--- config.mk ---
export PLATFORM = sky130hd
export DESIGN_NAME = spc_config_port
export DESIGN_NICKNAME = d
export VERILOG_FILES = /design/src/verilog/spc_pkg.sv /design/src/verilog/spc_config_port.sv
export SDC_FILE = /design/constraint.sdc
export NUM_CORES = 1
export LEC_CHECK = 0
export ABC_AREA = 1
export ABC_CLOCK_PERIOD_IN_PS = 1700
export BUFFER_PORTS_ARGS = -buffer_cell sky130_fd_sc_hd__clkbuf_2
export CAP_MARGIN = 20
export CORE_ASPECT_RATIO = 0.8
export CORE_UTILIZATION = 40
export DETAILED_ROUTE_END_ITERATION = 8
export GPL_ROUTABILITY_DRIVEN = 0
export HOLD_SLACK_MARGIN = 0.03
export SYNTH_ARGS = -nofsm -noshare
export SYNTH_HDL_FRONTEND = slang
export SYNTH_SLANG_ARGS = --single-unit
--- constraint.sdc ---
create_clock -name clk_in -period 1.7 [get_ports clk_in]
set_input_delay 0 -clock clk_in [delete_from_list [all_inputs] [get_ports clk_in]]
set_output_delay 0 -clock clk_in [all_outputs]
set_load 0.01 [all_outputs]
--- src/verilog/spc_pkg.sv ---
// Constants, carriers and states of the byte-wide slave configuration port
package spc_pkg;
   localparam int          CLK_MHZ        = 250;
   localparam int          PROG_LOW_NS    = 300;
   // Least time, so rounded up to whole cycles
   localparam int          PROG_LOW_CYC   = (PROG_LOW_NS * CLK_MHZ + 999) / 1000;
   localparam int          CLEAR_CYC_DEF  = 1024;
   localparam logic [2:0]  MODE_SLAVE_PAR = 3'h6;
   localparam logic [1:0]  BUF_DEPTH      = 2'h2;
   localparam logic [2:0]  LOW_LOADING    = 3'h0;
   localparam logic [2:0]  LOW_RELEASED   = 3'h7;

   typedef struct packed {
      logic       prog_n;
      logic       config_clock;
      logic       cs_n;
      logic       we_n;
      logic       init;
      logic [2:0] mode;
      logic [7:0] data;
   } spc_pins_type;

   // Pins at rest: program high, deselected, init pulled up
   localparam logic [15:0] PINS_IDLE = 16'hB800;

   typedef struct packed {
      logic       valid;
      logic [7:0] data;
   } spc_byte_type;

   localparam logic [8:0]  BYTE_IDLE = 9'h000;

   typedef enum logic [2:0] {
      ST_CLEAR,
      ST_WAIT_INIT,
      ST_LOAD,
      ST_DONE,
      ST_ERROR,
      ST_OTHER_MODE
   } spc_state_type;
endpackage : spc_pkg
--- src/verilog/spc_config_port.sv ---
// Byte-wide slave configuration port, device side
`timescale 1ns/1ps
`default_nettype none
module spc_config_port
   import spc_pkg::*;
#(
   parameter int CLEAR_CYCLES = CLEAR_CYC_DEF
) (
   input  wire logic                  clk_in,
   input  wire logic                  rst_b_in,
   input  wire logic                  program_restart_n_in,
   input  wire logic                  config_clock_in,
   input  wire logic                  chip_select_n_in,
   input  wire logic                  write_enable_n_in,
   input  wire logic [7:0]            data_in,
   input  wire logic [2:0]            mode_select_in,
   input  wire logic                  init_pin_in,
   input  wire logic                  persist_in,
   input  wire logic                  crc_error_in,
   input  wire logic                  load_complete_in,
   input  wire logic                  sink_ready_in,
   output var  spc_pkg::spc_byte_type sink_out,
   output var  logic                  busy_out,
   output var  logic                  init_out,
   output var  logic                  init_oe_out,
   output var  logic                  done_out,
   output var  logic                  done_oe_out,
   output var  logic [2:0]            low_while_loading_out,
   output var  logic                  high_while_loading_out,
   output var  logic                  chain_select_out_n_out,
   output var  logic [2:0]            mode_sampled_out,
   output var  logic                  user_io_out,
   output var  logic                  readback_out
);
   import spc_pkg::*;

   localparam int CW = $clog2(CLEAR_CYCLES + 1);
   localparam int PW = $clog2(PROG_LOW_CYC + 1);

   // Buffer level decode, shared by push, pop and the output flags
   function automatic logic level_is(input logic [1:0] c, input logic [1:0] n);
      return (c == n);
   endfunction : level_is

   initial begin
      if (CLEAR_CYCLES < 1) begin
         $error("CLEAR_CYCLES must be at least 1");
      end
      if (PROG_LOW_CYC < 1) begin
         $error("program filter needs at least one cycle");
      end
      if (BUF_DEPTH != 2'h2) begin
         $error("buffer logic serves exactly two entries");
      end
   end

   // Pin synchroniser: three stages, a change counts once stages two and three agree
   spc_pins_type  pins_raw;
   spc_pins_type  s1_q;
   spc_pins_type  s2_q;
   spc_pins_type  s3_q;
   spc_pins_type  pf_q;
   spc_pins_type  pf_d;
   logic          config_clock_prev_q;

   // Data goes through the same stages as the clock so both line up at the edge
   assign pins_raw.prog_n = program_restart_n_in;
   assign pins_raw.config_clock   = config_clock_in;
   assign pins_raw.cs_n   = chip_select_n_in;
   assign pins_raw.we_n   = write_enable_n_in;
   assign pins_raw.init   = init_pin_in;
   assign pins_raw.mode   = mode_select_in;
   assign pins_raw.data   = data_in;
   assign pf_d = (s2_q & s3_q) | (pf_q & (s2_q ^ s3_q));

   always_ff @(posedge clk_in or negedge rst_b_in) begin
      if (!rst_b_in) begin
         s1_q        <= PINS_IDLE;
         s2_q        <= PINS_IDLE;
         s3_q        <= PINS_IDLE;
         pf_q        <= PINS_IDLE;
         config_clock_prev_q <= 1'b0;
      end else begin
         s1_q        <= pins_raw;
         s2_q        <= s1_q;
         s3_q        <= s2_q;
         pf_q        <= pf_d;
         config_clock_prev_q <= pf_q.config_clock;
      end
   end

   wire config_clock_rise = pf_q.config_clock & ~config_clock_prev_q;

   // Program pulse width; a glitch shorter than the minimum is ignored
   logic [PW-1:0] prog_cnt_q;
   logic [PW-1:0] prog_cnt_d;
   wire           prog_armed = (prog_cnt_q == PW'(PROG_LOW_CYC));

   assign prog_cnt_d = pf_q.prog_n ? '0 :
                       (prog_armed ? prog_cnt_q : prog_cnt_q + PW'(1));

   // Two-entry output buffer; slot 0 is the head so the byte leaves from a flop
   logic [1:0]    cnt_q;
   logic [1:0]    cnt_d;
   logic [7:0]    slot_q [2];
   logic [7:0]    slot0_d;
   logic [7:0]    slot1_d;
   logic          buf_full;
   logic          push;
   logic          pop;
   logic          flush;

   // Controller
   spc_state_type state_q;
   spc_state_type state_d;
   logic [CW-1:0] clear_cnt_q;
   logic [CW-1:0] clear_cnt_d;
   logic [2:0]    mode_q;
   logic [2:0]    mode_d;
   logic          persist_q;
   logic          persist_d;

   wire clear_end  = (clear_cnt_q == CW'(CLEAR_CYCLES - 1));
   wire selected   = ~pf_q.cs_n & ~pf_q.we_n;
   wire init_high  = pf_q.init;
   wire mode_match = (pf_q.mode == MODE_SLAVE_PAR);

   always_comb begin
      state_d     = state_q;
      clear_cnt_d = clear_cnt_q;
      mode_d      = mode_q;
      persist_d   = persist_q;
      case (state_q)
         ST_CLEAR: begin
            if (!pf_q.prog_n) begin
               clear_cnt_d = '0;
            end else if (clear_end) begin
               state_d = ST_WAIT_INIT;
            end else begin
               clear_cnt_d = clear_cnt_q + CW'(1);
            end
         end
         ST_WAIT_INIT: begin
            // Init is open-drain: another device may still hold it low
            if (init_high) begin
               mode_d  = pf_q.mode;
               state_d = mode_match ? ST_LOAD : ST_OTHER_MODE;
            end
         end
         ST_LOAD: begin
            if (crc_error_in) begin
               state_d = ST_ERROR;
            end else if (load_complete_in) begin
               state_d   = ST_DONE;
               persist_d = persist_in;
            end
         end
         ST_DONE: begin
            state_d = ST_DONE;
         end
         ST_ERROR: begin
            state_d = ST_ERROR;
         end
         ST_OTHER_MODE: begin
            state_d = ST_OTHER_MODE;
         end
         default: begin
            state_d = ST_CLEAR;
         end
      endcase
      // A long program pulse overrides every state and restarts clearing
      if (prog_armed) begin
         state_d     = ST_CLEAR;
         clear_cnt_d = '0;
      end
   end

   always_ff @(posedge clk_in or negedge rst_b_in) begin
      if (!rst_b_in) begin
         state_q     <= ST_CLEAR;
         clear_cnt_q <= '0;
         prog_cnt_q  <= '0;
         mode_q      <= 3'h0;
         persist_q   <= 1'b0;
      end else begin
         state_q     <= state_d;
         clear_cnt_q <= clear_cnt_d;
         prog_cnt_q  <= prog_cnt_d;
         mode_q      <= mode_d;
         persist_q   <= persist_d;
      end
   end

   // Buffer control; a byte offered while full is not taken and the host repeats it
   assign buf_full = level_is(cnt_q, BUF_DEPTH);
   assign flush    = (state_q != ST_LOAD);
   assign push     = (state_q == ST_LOAD) & config_clock_rise & selected & ~buf_full;
   assign pop      = ~level_is(cnt_q, 2'h0) & sink_ready_in;
   assign cnt_d    = flush ? 2'h0 : cnt_q + {1'b0, push} - {1'b0, pop};

   always_comb begin
      slot0_d = slot_q[0];
      slot1_d = slot_q[1];
      if (pop) begin
         slot0_d = (cnt_q == 2'h2) ? slot_q[1] : pf_q.data;
         if (push && (cnt_q == 2'h2)) begin
            slot1_d = pf_q.data;
         end
      end else if (push) begin
         if (cnt_q == 2'h0) begin
            slot0_d = pf_q.data;
         end else begin
            slot1_d = pf_q.data;
         end
      end
   end

   always_ff @(posedge clk_in or negedge rst_b_in) begin
      if (!rst_b_in) begin
         cnt_q     <= 2'h0;
         slot_q[0] <= 8'h00;
         slot_q[1] <= 8'h00;
      end else begin
         cnt_q     <= cnt_d;
         slot_q[0] <= slot0_d;
         slot_q[1] <= slot1_d;
      end
   end

   // Output flops, computed from next state except init_out and done_out, which are held at 0, so they track it without lag
   wire loading_d    = (state_d != ST_DONE);
   wire init_low_d   = (state_d == ST_CLEAR) | (state_d == ST_ERROR);
   wire sink_valid_d = ~level_is(cnt_d, 2'h0);
   // Busy only with both slots held; a rise while full is dropped and repeated by the host
   wire busy_d       = level_is(cnt_d, BUF_DEPTH);
   wire user_io_d    = ~loading_d & ~persist_d;
   wire readback_d   = ~loading_d & persist_d;

   always_ff @(posedge clk_in or negedge rst_b_in) begin
      if (!rst_b_in) begin
         sink_out <= BYTE_IDLE;
         busy_out <= 1'b0;
      end else begin
         sink_out.valid <= sink_valid_d;
         sink_out.data  <= slot0_d;
         busy_out       <= busy_d;
      end
   end

   always_ff @(posedge clk_in or negedge rst_b_in) begin
      if (!rst_b_in) begin
         init_out               <= 1'b0;
         init_oe_out            <= 1'b1;
         done_out               <= 1'b0;
         done_oe_out            <= 1'b1;
         low_while_loading_out  <= LOW_LOADING;
         high_while_loading_out <= 1'b1;
         chain_select_out_n_out <= 1'b1;
         mode_sampled_out       <= 3'h0;
         user_io_out            <= 1'b0;
         readback_out           <= 1'b0;
      end else begin
         init_out               <= 1'b0;
         init_oe_out            <= init_low_d;
         done_out               <= 1'b0;
         done_oe_out            <= loading_d;
         low_while_loading_out  <= loading_d ? LOW_LOADING : LOW_RELEASED;
         high_while_loading_out <= loading_d;
         chain_select_out_n_out <= loading_d;
         mode_sampled_out       <= mode_d;
         user_io_out            <= user_io_d;
         readback_out           <= readback_d;
      end
   end
endmodule : spc_config_port
`default_nettype wire

==> results.md <==
* Vias in the first global route at roughly 3000
* Root buf cell: clkbuf_16
* Drt drc at 0
* Post-synthesis sequential area ratio at between 60% and 70%
* Max_slew headroom at 63.4%
* Post-route ant nets at 0
* Final Hold Viols at 0
* Clock Path Buffers at 2
* Fillcell total at 954
* Post-synth ARST share at 100%
* Power per cell area at 1150 nW/um^2
* Nets at approximately 550
* Switching pwr at about 0.0015 W
* Capture point of the critical path: sink_out[8]$_DFF_PN0_
* Setup CP Type: reg -> reg
* Setup TNS at -52.2 ps
* I/O Buffers at 43
* Worst Hold Class: in -> reg
* Drt pass-1 iters at 4
* Total gr overflow at 0
* Initial Utilization at 41.5%
* Post-DP HPWL at ~5400 microns
* Total Routing Usage GR at ~16%
* Most frequent cell after synthesis: dfrtp_1
* Clock-pin transition on the worst setup and hold timing paths at 50 ps
* DR vias at about 3100
* Final WL at slightly above 8000 microns
* FF/Latch Area at approximately 2900 sq um
* #FFs+latches synth at between 100 and 150
* Worst-Skew Late Latency at between 400 and 500 ps
* Synth top cells by count: 97 x dfrtp_1, 84 x nand2_1, 32 x inv_1, 26 x nand3_1
* Ant. Diodes at 0
* Core area at around 11000 sq um
* Hold Path Stages at 5
* DR WL/cell at around 12 microns
* Inserted Clock Buffers at 17
* Initial antenna violation count at 0
* Arrival time worst endpoint at just over 2000 ps
* Fin worst setup slack at -43.2 ps
* Sw Share at between 20% and 30%
* Final setup fails at 3
* Critical Path Start: state_q[0]$_DFF_PN0_
* Synthesized cell area at about 4600 sq um
* Synth top area cells: dfrtp_1 53%, dfstp_2 10%, nand2_1 6.9%
* Crit Path Max Fanout at 3
* Synth warnings at 0
* Clock share of power at about half
* TritonCTS sink count at between 100 and 150
* Failing checks: setup timing
* Fin crit share at 103%
* Worst Path Required at ~2000 ps
* R2r startpoint: state_q[0]$_DFF_PN0_
* Die Y-Extent at slightly below 100 microns
* Reg2reg setup slack at -40 ps
* Synth Flop Type: dfrtp_1
* Fmax at approximately 0.57 GHz
* Comb power frac at between 5 and 6%
* Internal power at ~0.0053 W
* Final Max Slew Viols at 0
* CTS tree: done
* Netlist cell types at 40
* Worst setup EP type: flop
* Tmin final at roughly 1700 ps
* H-tree depth at 4
* I/O Pins at between 40 and 50
* Largest net degree at the start of global routing at 41
* FF-to-FF path depth at 10
* Vias/cell at around 4.6
* Maxcap violations at 0
* Outcome: finished with violations
* Cell count after synthesis at between 400 and 500
* First-pass GRT wire length at between 10000 and 15000 microns
* Area Overhead vs Synth at 28.8%
* Layout cells sized above 1 at approximately 28%
* Hold_ws at around 47 ps
* Die width at approximately 120 microns
* Area occupied by multi-input gates at about 1500 sq um
* Row count at 34
* Leak at a little under 3 nW
* Clock skew at ~7.5 ps
* RSZ-0062 raised after global routing: true
* CP Launch Type: flop
* Flop pwr share at between 40% and 50%
* Detailed Route Iter0 Violations at 141
* Die area at 11900 sq um
* Number of synthesized flops with an enable pin at 0
* Worst vdd ir at roughly 0.70 mV
* Worst-margin pin slew at between 500 and 600 ps
* Critical R2R Capture: sink_out[8]$_DFF_PN0_
* Synth area leader: dfrtp_1
* Syn Area/Cell at between 10 and 15 sq um
* Top-area cell type share of the netlist area at about 53%
## critical path: stages (launching register included)
cell      delay (ps)
dfrtp_1          390
inv_1            120
nand2_2           90
clkinv_4          50
nand3b_1          90
ha_1             300
inv_1             70
ha_4             150
or2_4            220
nand3_2           70
o21ai_1           70
## final cells by class
cell class                 instances  area share, %
clock buffer                      23           7.94
clock inverter                     9           1.83
inverter                          39           2.65
multi-input combinational        247           24.8
sequential                       115           49.2
tap                              144           3.06
timing repair buffer              86           10.5
## worst min path at each step
stage	startpoint	endpoint
global route	sink_ready_in	slot_q[3]$_DFFE_PN0P_
finish	sink_ready_in	slot_q[3]$_DFFE_PN0P_
CTS	crc_error_in	state_q[2]$_DFF_PN0_
detailed placement	rst_b_in	s1_q[6]$_DFF_PN0_
global placement	rst_b_in	s1_q[6]$_DFF_PN0_
floorplan	rst_b_in	busy_out$_DFF_PN0_
## power by group through the flow
| stage | registers [W] | logic [W] | clock network, W |
|---|---|---|---|
| after floorplan | 0.00303 | 0.000171 | 0 |
| after global placement | 0.00304 | 0.000300 | 0 |
| after detailed placement | 0.00305 | 0.000311 | 0 |
| after CTS | 0.00301 | 0.000353 | 0.00351 |
| after global routing | 0.00302 | 0.000410 | 0.00363 |
| final | 0.00300 | 0.000348 | 0.00341 |
## placed cells by master, fill, tap and decap left out, types with 2 or more instances in the layout
master | synthesis | final
nand2_4 | 2 | 2
ha_1 | 21 | 18
ha_2 | 0 | 2
inv_2 | 5 | 6
mux2_2 | 2 | 2
dfstp_2 | 18 | 18
nand3_1 | 26 | 25
nand2_2 | 1 | 3
nor3_2 | 2 | 3
clkbuf_16 | 0 | 17
a21o_1 | 16 | 16
a31oi_1 | 2 | 2
bufinv_16 | 0 | 2
nor3b_1 | 2 | 2
dlygate4sd3_1 | 0 | 19
clkinvlp_4 | 0 | 2
clkinv_4 | 1 | 4
o21ai_0 | 25 | 23
o21ai_1 | 3 | 4
buf_4 | 14 | 22
buf_12 | 0 | 2
clkinv_2 | 1 | 3
nand2_1 | 84 | 82
nor2_1 | 25 | 25
clkbuf_8 | 0 | 2
nand4_1 | 6 | 6
clkbuf_1 | 2 | 4
xor2_1 | 4 | 4
inv_1 | 32 | 31
conb_1 | 1 | 2
nor2_4 | 1 | 2
a21oi_1 | 7 | 7
clkbuf_2 | 0 | 42
dfrtp_1 | 97 | 97
## what timing repair did
item	4_1_cts	5_1_grt
hold endpoints to repair	101	0
setup buffers	5	0
pin swaps	2	2
cloned	0	1
endpoints found under the setup margin	3	32
hold buffers	19	0
gates resized for setup	1	11
## metal layers
layer / wire length (microns) / part of all wire, % / vias to the layer above / global-route usage [%]
li1: - / - / 1533 / -
met3: 352 / 4.3 / 13 / 5.93
met1: 3830 / 47 / 1465 / 19.7
met4: 135 / 1.6 / 0 / 6.93
met2: 3870 / 47 / 65 / 23.5
met5: 0 / 0 / - / 0
## state kept, by name, indices dropped and copies added (netlist names)
signal / count
persist_q: 1
init_high: 1
mode_sampled_out: 3
user_io_out: 1
s1_q: 16
init_oe_out: 1
cnt_q: 2
config_clock_prev_q: 1
slot_q: 8
s3_q: 16
sink_out: 9
pf_q: 15
state_q: 3
chain_select_out_n_out: 1
prog_cnt_q: 7
busy_out: 1
s2_q: 16
low_while_loading_out: 1
clear_cnt_q: 11
readback_out: 1
## stage by stage
stage                     area, sq um  setup WS (ps)  utilization [%]  power, W  cells
after detailed placement         5040          -84.5             45.7   0.00336    606
after floorplan                  4600         -0.830                -   0.00320    419
after global routing             5890           -150             53.5   0.00706    663
after global placement           5040           11.0             45.7   0.00334    606
final                            5890          -43.2             53.5   0.00677    663
after CTS                        5840          -52.2             53.0   0.00687    662
## logic make-up after synthesis
| kind of cell | Yosys count | synth area share [%] |
|---|---|---|
| buf+inv | 57 | 6.02 |
| other cells | 1 | 0.0820 |
| fa+ha+maj | 21 | 5.74 |
| flops | 115 | 63.4 |
| xor+xnor | 4 | 0.766 |
| simple gates | 160 | 15.9 |
| compound gates | 58 | 7.57 |
| mux | 2 | 0.492 |
Power figures use the tool's default switching activity.
